**src/common/bcr_pkg.sv**
```systemverilog
/*
  Package for the buck converter control register bank: offsets, field positions,
  reset values, power modes and ramp timing.
  Assumes a 125 MHz clock and an APB register bus with 32-bit data.
*/
package bcr_pkg;
  // ==========================================================================
  // Register indices (byte address is four times the index)
  localparam logic [7:0] IDX_B_SLEEP_VOLT = 8'h3a;
  localparam logic [7:0] IDX_B_CONTROL = 8'h3b;
  localparam logic [7:0] IDX_B_CONTROL2 = 8'h3c;
  localparam logic [7:0] IDX_C_RUN_VOLT = 8'h3e;
  localparam logic [7:0] IDX_C_STBY_VOLT = 8'h3f;
  localparam logic [7:0] IDX_B_RUN_VOLT = 8'h38;
  localparam logic [7:0] IDX_B_STBY_VOLT = 8'h39;
  localparam logic [7:0] IDX_B_STATUS = 8'h50;
  localparam int ADDR_W = 10;
  // ==========================================================================
  // Field positions and widths
  localparam int B_VOLT_W = 6;
  localparam int C_VOLT_W = 4;
  localparam int ILIM_W = 2;
  localparam int BIT_RUN_EN = 0;
  localparam int BIT_STBY_EN = 1;
  localparam int BIT_SLEEP_EN = 2;
  localparam int BIT_LOW_POWER = 3;
  localparam int BIT_SLEW = 4;
  localparam int BIT_CCM_DOWN = 5;
  localparam int BIT_FORCED_PWM_MODE = 6;
  localparam int BIT_DIS_OFF = 7;
  localparam int BIT_TMODE = 4;
  localparam int BIT_STAT_BUSY = 8;
  localparam int BIT_STAT_EN = 9;
  // ==========================================================================
  // Reset values
  localparam logic [7:0] CONTROL_RESET = 8'h00;
  localparam logic [1:0] ILIM_RESET = 2'h0;
  // ==========================================================================
  // Ramp timing: one code step per 2 us or per 4 us
  localparam int CLK_MHZ = 125;
  localparam int STEP_FAST_NS = 2000;
  localparam int STEP_SLOW_NS = 4000;
  localparam int STEP_FAST_CYC = STEP_FAST_NS * CLK_MHZ / 1000;
  localparam int STEP_SLOW_CYC = STEP_SLOW_NS * CLK_MHZ / 1000;
  localparam int STEP_CNT_W = 10;
  // ==========================================================================
  // Power modes
  typedef enum logic [1:0] {
    MODE_RUN = 2'b00,
    MODE_STANDBY = 2'b01,
    MODE_SLEEP = 2'b10,
    MODE_OFF = 2'b11
  } bcr_mode_t;
endpackage

```
**src/core/bcr_ramp.sv**
```systemverilog
/*
  Voltage ramp for the second buck: moves the applied code one step toward the
  target on every step enable, and reports a falling ramp.
  Assumes the target and step enable come from logic on the same clock.
*/
`timescale 1ns/1ps
module bcr_ramp #(
  parameter int W = 6
) (
  input wire logic clk,
  input wire logic reset,
  input wire logic load,
  input wire logic [W-1:0] target,
  input wire logic stepEn,
  output logic [W-1:0] code,
  output logic rampDown,
  output logic busy
);
  logic [W-1:0] code_q;
  // ==========================================================================
  // Step the code toward the target
  // ramp one step
  always_ff @(posedge clk) begin
    if (reset) begin
      code_q <= '0;
    end else if (load) begin
      code_q <= target;
    end else if (stepEn && code_q < target) begin
      code_q <= code_q + W'(1);
    end else if (stepEn && code_q > target) begin
      code_q <= code_q - W'(1);
    end
  end
  assign code = code_q;
  assign busy = (code_q != target);
  assign rampDown = (code_q > target);
endmodule

```
**src/core/bcr_regs.sv**
```systemverilog
/*
  Control and configuration register bank for the second and third buck
  converters, an APB slave, with mode-dependent voltage and enable outputs.
  Assumes fuse values are stable while fuseLoad pulses after reset, and that
  the power mode input comes from logic on the same clock.
*/
`timescale 1ns/1ps
module bcr_regs
  import bcr_pkg::*;
(
  input wire logic clk,
  input wire logic reset,
  input wire logic psel,
  input wire logic penable,
  input wire logic pwrite,
  input wire logic [ADDR_W-1:0] paddr,
  input wire logic [31:0] pwdata,
  input wire logic [3:0] pstrb,
  output logic [31:0] prdata,
  output logic pready,
  output logic pslverr,
  input wire logic fuseLoad,
  input wire logic [B_VOLT_W-1:0] fuseBuckBRunVoltage,
  input wire logic fuseBuckBRunEnable,
  input wire logic fuseBuckARunEnable,
  input wire logic fuseBuckBSlew,
  input wire logic [ILIM_W-1:0] fuseBuckBCurrentLimit,
  input wire logic [C_VOLT_W-1:0] fuseBuckCRunVoltage,
  input wire logic [C_VOLT_W-1:0] fuseBuckCStandbyVoltage,
  input wire logic fuseBuckBRampSelect,
  input wire bcr_pkg::bcr_mode_t powerMode,
  output logic [B_VOLT_W-1:0] buckBVoltageCode,
  output logic buckBEnable,
  output logic buckBLowPower,
  output logic buckBForcedPwm,
  output logic buckBDischarge,
  output logic [ILIM_W-1:0] buckBCurrentLimitCode,
  output logic buckBTimingControlSelect,
  output logic [C_VOLT_W-1:0] buckCVoltageCode
);
  import bcr_pkg::*;

  logic [B_VOLT_W-1:0] bRunVolt_q;
  logic [B_VOLT_W-1:0] bStbyVolt_q;
  logic [B_VOLT_W-1:0] bSleepVolt_q;
  logic [7:0] bControl_q;
  logic [ILIM_W-1:0] bIlim_q;
  logic bTmode_q;
  logic [C_VOLT_W-1:0] cRunVolt_q;
  logic [C_VOLT_W-1:0] cStbyVolt_q;
  logic fuseRampSel_q;
  logic [31:0] prdata_q;
  logic [7:0] idx;
  logic aligned;
  logic wrEn;
  logic rdEn;
  logic hit;
  logic [7:0] wb;
  logic [31:0] rdMux;
  logic [B_VOLT_W-1:0] bTarget;
  logic bModeEnable;
  logic stepEn;
  logic rampDown;
  logic rampBusy;
  logic slowSel;
  logic [B_VOLT_W-1:0] rampCode;
  logic [STEP_CNT_W-1:0] stepGap_q;

  // ==========================================================================
  // APB decode: zero wait states, error on unmapped address
  assign idx = paddr[ADDR_W-1:2];
  assign aligned = (paddr[1:0] == 2'h0);
  always_comb begin
    case (idx)
      IDX_B_RUN_VOLT, IDX_B_STBY_VOLT, IDX_B_SLEEP_VOLT, IDX_B_CONTROL,
      IDX_B_CONTROL2, IDX_C_RUN_VOLT, IDX_C_STBY_VOLT, IDX_B_STATUS: hit = aligned;
      default: hit = 1'b0;
    endcase
  end
  assign pready = 1'b1;
  assign pslverr = psel && penable && !hit;
  assign wrEn = psel && penable && pwrite && hit && pstrb[0];
  assign rdEn = psel && penable && !pwrite && hit;
  assign wb = pwdata[7:0];

  // ==========================================================================
  // Second buck voltage codes
  // fuse preload then writable
  always_ff @(posedge clk) begin
    if (reset) begin
      bRunVolt_q <= '0;
      bStbyVolt_q <= '0;
      bSleepVolt_q <= '0;
    end else if (fuseLoad) begin
      bRunVolt_q <= fuseBuckBRunVoltage;
      bStbyVolt_q <= fuseBuckBRunVoltage;
      bSleepVolt_q <= fuseBuckBRunVoltage;
    end else if (wrEn) begin
      if (idx == IDX_B_RUN_VOLT) begin
        bRunVolt_q <= wb[B_VOLT_W-1:0];
      end
      if (idx == IDX_B_STBY_VOLT) begin
        bStbyVolt_q <= wb[B_VOLT_W-1:0];
      end
      if (idx == IDX_B_SLEEP_VOLT) begin
        bSleepVolt_q <= wb[B_VOLT_W-1:0];
      end
    end
  end

  // ==========================================================================
  // Second buck control
  always_ff @(posedge clk) begin
    if (reset) begin
      bControl_q <= CONTROL_RESET;
    end else if (fuseLoad) begin
      bControl_q[BIT_RUN_EN] <= fuseBuckBRunEnable;
      bControl_q[BIT_STBY_EN] <= fuseBuckARunEnable;
      bControl_q[BIT_SLEW] <= fuseBuckBSlew;
    end else if (wrEn && idx == IDX_B_CONTROL) begin
      bControl_q <= wb;
    end
  end

  // ==========================================================================
  // Secondary control and fuse option
  always_ff @(posedge clk) begin
    if (reset) begin
      bIlim_q <= ILIM_RESET;
      bTmode_q <= 1'b0;
      fuseRampSel_q <= 1'b0;
    end else if (fuseLoad) begin
      bIlim_q <= fuseBuckBCurrentLimit;
      fuseRampSel_q <= fuseBuckBRampSelect;
    end else if (wrEn && idx == IDX_B_CONTROL2) begin
      bIlim_q <= wb[ILIM_W-1:0];
      bTmode_q <= wb[BIT_TMODE];
    end
  end

  // ==========================================================================
  // Third buck codes, fuse only
  // run and standby codes read-only
  always_ff @(posedge clk) begin
    if (reset) begin
      cRunVolt_q <= '0;
      cStbyVolt_q <= '0;
    end else if (fuseLoad) begin
      cRunVolt_q <= fuseBuckCRunVoltage;
      cStbyVolt_q <= fuseBuckCStandbyVoltage;
    end
  end

  // ==========================================================================
  // Read back
  // unused bits zero
  always_comb begin
    rdMux = 32'h0000_0000;
    case (idx)
      IDX_B_RUN_VOLT: rdMux[B_VOLT_W-1:0] = bRunVolt_q;
      IDX_B_STBY_VOLT: rdMux[B_VOLT_W-1:0] = bStbyVolt_q;
      IDX_B_SLEEP_VOLT: rdMux[B_VOLT_W-1:0] = bSleepVolt_q;
      IDX_B_CONTROL: rdMux[7:0] = bControl_q;
      IDX_B_CONTROL2: begin
        rdMux[ILIM_W-1:0] = bIlim_q;
        rdMux[BIT_TMODE] = bTmode_q;
      end
      IDX_C_RUN_VOLT: rdMux[C_VOLT_W-1:0] = cRunVolt_q;
      IDX_C_STBY_VOLT: rdMux[C_VOLT_W-1:0] = cStbyVolt_q;
      IDX_B_STATUS: begin
        rdMux[B_VOLT_W-1:0] = rampCode;
        rdMux[BIT_STAT_BUSY] = rampBusy;
        rdMux[BIT_STAT_EN] = buckBEnable;
      end
      default: rdMux = 32'h0000_0000;
    endcase
  end
  always_ff @(posedge clk) begin
    if (reset) begin
      prdata_q <= 32'h0000_0000;
    end else if (psel && !penable && !pwrite) begin
      prdata_q <= rdMux;
    end
  end
  assign prdata = rdEn ? prdata_q : 32'h0000_0000;

  // ==========================================================================
  // Mode selection
  // mode picks code and enable
  always_comb begin
    case (powerMode)
      MODE_RUN: begin
        bTarget = bRunVolt_q;
        bModeEnable = bControl_q[BIT_RUN_EN];
      end
      MODE_STANDBY: begin
        bTarget = bStbyVolt_q;
        bModeEnable = bControl_q[BIT_STBY_EN];
      end
      MODE_SLEEP: begin
        bTarget = bSleepVolt_q;
        bModeEnable = bControl_q[BIT_SLEEP_EN];
      end
      default: begin
        bTarget = bRunVolt_q;
        bModeEnable = 1'b0;
      end
    endcase
  end

  assign slowSel = fuseRampSel_q ? 1'b1 : bControl_q[BIT_SLEW];

  bcr_step_timer u_timer (
    .clk(clk),
    .reset(reset),
    .slow(slowSel),
    .stepEn(stepEn)
  );

  bcr_ramp #(
    .W(B_VOLT_W)
  ) u_ramp (
    .clk(clk),
    .reset(reset),
    .load(fuseLoad || !buckBEnable),
    .target(bTarget),
    .stepEn(stepEn),
    .code(rampCode),
    .rampDown(rampDown),
    .busy(rampBusy)
  );

  // ==========================================================================
  // Output registers
  always_ff @(posedge clk) begin
    if (reset) begin
      buckBVoltageCode <= '0;
      buckBEnable <= 1'b0;
      buckBLowPower <= 1'b0;
      buckBForcedPwm <= 1'b0;
      buckBDischarge <= 1'b0;
      buckBCurrentLimitCode <= ILIM_RESET;
      buckBTimingControlSelect <= 1'b0;
      buckCVoltageCode <= '0;
    end else begin
      buckBVoltageCode <= rampCode;
      buckBEnable <= bModeEnable;
      buckBLowPower <= bControl_q[BIT_LOW_POWER] && (powerMode == MODE_STANDBY || powerMode == MODE_SLEEP);
      buckBForcedPwm <= bControl_q[BIT_FORCED_PWM_MODE] || (bControl_q[BIT_CCM_DOWN] && rampDown && buckBEnable);
      buckBDischarge <= !bModeEnable && !bControl_q[BIT_DIS_OFF];
      buckBCurrentLimitCode <= bIlim_q;
      buckBTimingControlSelect <= bTmode_q;
      buckCVoltageCode <= (powerMode == MODE_STANDBY || powerMode == MODE_SLEEP) ? cStbyVolt_q : cRunVolt_q;
    end
  end

  // ==========================================================================
  // Checks
  // Cycles since the last step enable, saturating
  always_ff @(posedge clk) begin
    if (reset || stepEn) begin
      stepGap_q <= '0;
    end else if (stepGap_q != '1) begin
      stepGap_q <= stepGap_q + STEP_CNT_W'(1);
    end
  end
endmodule

```
**src/core/bcr_step_timer.sv**
```systemverilog
/*
  Step timer: one-cycle enable pulse every 2 us or every 4 us.
  Assumes a single clock; the slow select may change at any time.
*/
`timescale 1ns/1ps
module bcr_step_timer
  import bcr_pkg::*;
(
  input wire logic clk,
  input wire logic reset,
  input wire logic slow,
  output logic stepEn
);
  logic [STEP_CNT_W-1:0] cnt_q;
  logic [STEP_CNT_W-1:0] limit;
  // ==========================================================================
  // Divider
  // step period select
  assign limit = slow ? STEP_CNT_W'(STEP_SLOW_CYC - 1) : STEP_CNT_W'(STEP_FAST_CYC - 1);
  always_ff @(posedge clk) begin
    if (reset || cnt_q >= limit) begin
      cnt_q <= '0;
    end else begin
      cnt_q <= cnt_q + STEP_CNT_W'(1);
    end
  end
  assign stepEn = (cnt_q == limit);
endmodule

```
**config.mk**
```make
export PLATFORM = sky130hd
export DESIGN_NAME = bcr_regs
export DESIGN_NICKNAME = d
export VERILOG_FILES = /design/src/common/bcr_pkg.sv /design/src/core/bcr_ramp.sv /design/src/core/bcr_regs.sv /design/src/core/bcr_step_timer.sv
export SDC_FILE = /design/constraint.sdc
export NUM_CORES = 1
export LEC_CHECK = 0
export BUFFER_PORTS_ARGS = -buffer_cell sky130_fd_sc_hd__buf_2
export CORE_ASPECT_RATIO = 0.7
export CORE_MARGIN = 3
export CORE_UTILIZATION = 50
export CTS_BUF_LIST = sky130_fd_sc_hd__clkbuf_8
export DETAILED_ROUTE_END_ITERATION = 7
export PLACE_DENSITY = 0.88
export SLEW_MARGIN = 20
export SYNTH_ARGS = -nofsm -noshare
export SYNTH_HDL_FRONTEND = slang
export SYNTH_SLANG_ARGS = --single-unit
```
**constraint.sdc**
```tcl
create_clock -name clk -period 4.22 [get_ports clk]
set_input_delay 0.422 -clock clk [delete_from_list [all_inputs] [get_ports clk]]
set_output_delay 0.422 -clock clk [all_outputs]
set_load 0.05 [all_outputs]
```
==> run_results.csv <==
group,metric,value,unit
outcome,status,"completed",
yosys,ys_seq_area_frac,0.368,
placed_design,gp_congestion,0.930,
yosys,ys_ff_latch,81,
finish,nets,634,
global_routing,grt_overflow,0,
power_and_ir_drop,pwr-share-seq,0.471,
clock_network,tritoncts,"done",
power_and_ir_drop,power_leakage,0.00214,uW
setup_path,end_kind,"register",
routing,wirelength,10800,um
sta,setup_viol,0,
yosys,syn_area_per_cell,9.19,um2
yosys,synth.distinct_cells,66,
yosys,synth_area,4400,um2
die,row_count,27,
clock_network,post_cts.repair.setup_buffers,0,
finish,syn_to_final_growth,12.1,%
clock_network,postCtsHoldBufs,0,
power_and_ir_drop,sw_frac_of_total,0.322,
setup_path,required,4.48,ns
power_and_ir_drop,p_sw,568,uW
global_routing,grt_pass1_vias,3463,
power_and_ir_drop,clkPwrFrac,0.339,
global_routing,antenna_found_initial,1,
finish,antenna_cells,0,
sta,finalMaxSlewViolations,0,
die,die-area,9980,um2
placed_design,preCtsSetupSlack,0.0265,ns
routing,first_pass_iters,6,
placed_design,io_buffer_count,74,
yosys,async_reset_ff_frac,0,
clock_network,cts_buffer_depth,2,
finish,layout-drive-gt1-share,0.220,
sta,fin_ws,0.379,ns
routing,drtIter0Drc,441,
sta,rsz0062_at_grt,"no",
yosys,synth-edff-count,0,
global_routing,grt_max_degree,67,
power_and_ir_drop,p_int,1200,uW
flow_run,drv_cap,0,
sta,worst_pin_slew,0.821,ns
clock_network,cts.repair.resized,0,
sta,fin_crit,3.84,ns
sta,finalCritPeriodShare,0.910,
sta,fin_setup_tns,0,ns
clock_network,ctsRootBufferMaster,"clkbuf_8",
power_and_ir_drop,p_comb_frac,0.191,
routing,ant_nets,0,
clock_network,clkLatencyLatePin,0.38,ns
setup_path,start_kind,"input pin",
sta,worst_clock_skew,0.0167,ns
die,io_pins,125,
power_and_ir_drop,peakVddDrop,0.263,mV
die,start_util,0.536,
sta,fmax,0.260,GHz
yosys,syn-instance-count,479,
clock_network,cts_made_buffers,9,
setup_path,cp_max_fo,12,
routing,drcViolationCount,0,
sta,maxSlewHeadroom,0.453,
power_and_ir_drop,power,1770,uW
routing,wl_per_cell,16.2,um
clock_network,clk_pin_slew,0.09,ns
clock_network,htree_levels,3,
sta,final_hold_viol_count,0,
die,die_x,118,um
power_and_ir_drop,p_per_area,358,nW/um2
yosys,synth_warnings,0,
global_routing,grt_pass1_wl,17500,um
global_routing,grt_usage,0.217,
die,die_h,84.5,um
yosys,synthFlopType,"dfxtp_1",
placed_design,dpl.hpwl,8000,um
die,core_area,8210,um2
clock_network,clkSinkCount,81,
setup_path,arrival,4.10,ns
routing,viasPerCell,5.67,
setup_path,path_class,"input pin to register",
worst_hold_path,worstHoldPathType,"input pin to register",
routing,vias,3752,
==> path summary, 6_finish.rpt <==
check                      start        endpoint  slack (ns)  depth (start not counted)
hold reg to reg      prdata_q[7]     prdata_q[7]        0.46                          2
setup reg to reg  bStbyVolt_q[4]  u_ramp.code[5]        0.65                         15
setup / recovery    powerMode[0]  u_ramp.code[5]        0.38                         15
hold / removal         pwdata[7]   bControl_q[7]        0.27                          3
==> through the flow <==
stage	cells	hold slack (ns)	utilization	area (um2)
2_1_floorplan	500	0.415	-	4480
3_3_place_gp	646	0.437	0.575	4720
3_5_place_dp	646	0.448	0.575	4720
4_1_cts	662	0.253	0.600	4930
5_1_grt	662	0.259	0.601	4930
6_report	662	0.269	0.601	4930
==> critical path, stage by stage <==
cell      delay [ns]
buf_2           0.10
inv_1           0.06
ha_1            0.45
o21ai_0         0.38
ha_1            0.31
a211o_1         0.32
o211ai_1        0.20
nand4b_1        0.36
ha_1            0.41
a211oi_1        0.29
o21bai_1        0.12
a21oi_1         0.19
mux2i_1         0.24
xnor2_1         0.15
o22ai_1         0.10
==> cell usage in the layout, fill, tap and decap left out, types with 3 or more instances in the layout <==
cell type	instances
buf_4	3
a221oi_1	3
a22oi_1	8
nor2_1	66
and3_1	5
or3_1	3
nand3_1	10
a211oi_2	4
nand2b_1	3
mux4_2	5
conb_1	23
nor3_1	6
mux2i_1	31
clkbuf_8	9
ha_1	18
o21ai_0	19
a21oi_1	28
xor2_1	5
a211oi_1	16
mux2_1	5
nand2_1	27
and2_1	12
nor2b_1	10
buf_2	74
inv_1	9
xnor2_1	4
dfxtp_1	81
o21ai_1	4
==> state kept, by name, indices dropped and copies added, names as in the netlist, 2 cells and up <==
register / cells
bControl_q: 8
bIlim_q: 2
bRunVolt_q: 6
bSleepVolt_q: 6
bStbyVolt_q: 6
buckBCurrentLimitCode: 2
buckBVoltageCode: 6
buckCVoltageCode: 4
cRunVolt_q: 4
cStbyVolt_q: 4
prdata_q: 10
u_ramp.code: 6
u_timer.cnt_q: 10
==> cell families (layout without fill, tap and decap cells) <==
logic type	count (synthesis)	in the layout	share of synthesized area
simple gates	162	162	0.194
compound gates	107	107	0.173
flops	81	81	0.368
buf+inv	56	102	0.0753
mux	43	43	0.114
fa+ha+maj	19	19	0.0557
xor+xnor	9	9	0.0179
other cells	2	23	0.00171
==> metal layers <==
layer  share of wire  global-route usage  wire (um)
met1            0.42               0.296       4570
met4           0.013              0.0532        138
met5          0.0012                   0         13
met3            0.11              0.0822       1180
met2            0.45               0.327       4850
==> power by group through the flow <==
stage                     sequential (uW)  clock [uW]  combinational, uW
after detailed placement              848           0                330
final                                 831         598                337
after CTS                             830         611                332
after floorplan                       861           0                247
after global routing                  835         645                365
after global placement                845           0                318
==> area by class of cell <==
cell class / count / area (um2)
timing repair buffer: 77 / 393
clock inverter: 7 / 85.1
inverter: 9 / 33.8
clock buffer: 9 / 124
tap: 116 / 145
fill: 708 / 3270
sequential: 81 / 1620
multi-input combinational: 363 / 2530
==> synthesized netlist by cell type, types with 4 or more instances <==
cell	instances	area share
a211oi_2	4	0.011
mux2i_1	31	0.071
and2_1	12	0.017
o21ai_1	4	0.0045
buf_4	24	0.041
o21ai_0	19	0.022
nor3_1	6	0.0068
nor2b_1	10	0.014
and3_1	5	0.0071
inv_1	9	0.0077
mux4_2	5	0.026
buf_1	6	0.0051
nor2_1	66	0.056
a22oi_1	8	0.014
mux2_1	5	0.013
dfxtp_1	81	0.37
nand3_1	10	0.011
buf_2	7	0.0080
a211oi_1	16	0.027
clkbuf_1	7	0.0060
ha_1	18	0.051
xnor2_1	4	0.0080
nand2_1	27	0.023
xor2_1	5	0.010
a21oi_1	28	0.032
Note: power is estimated with default switching activity, not from simulation.
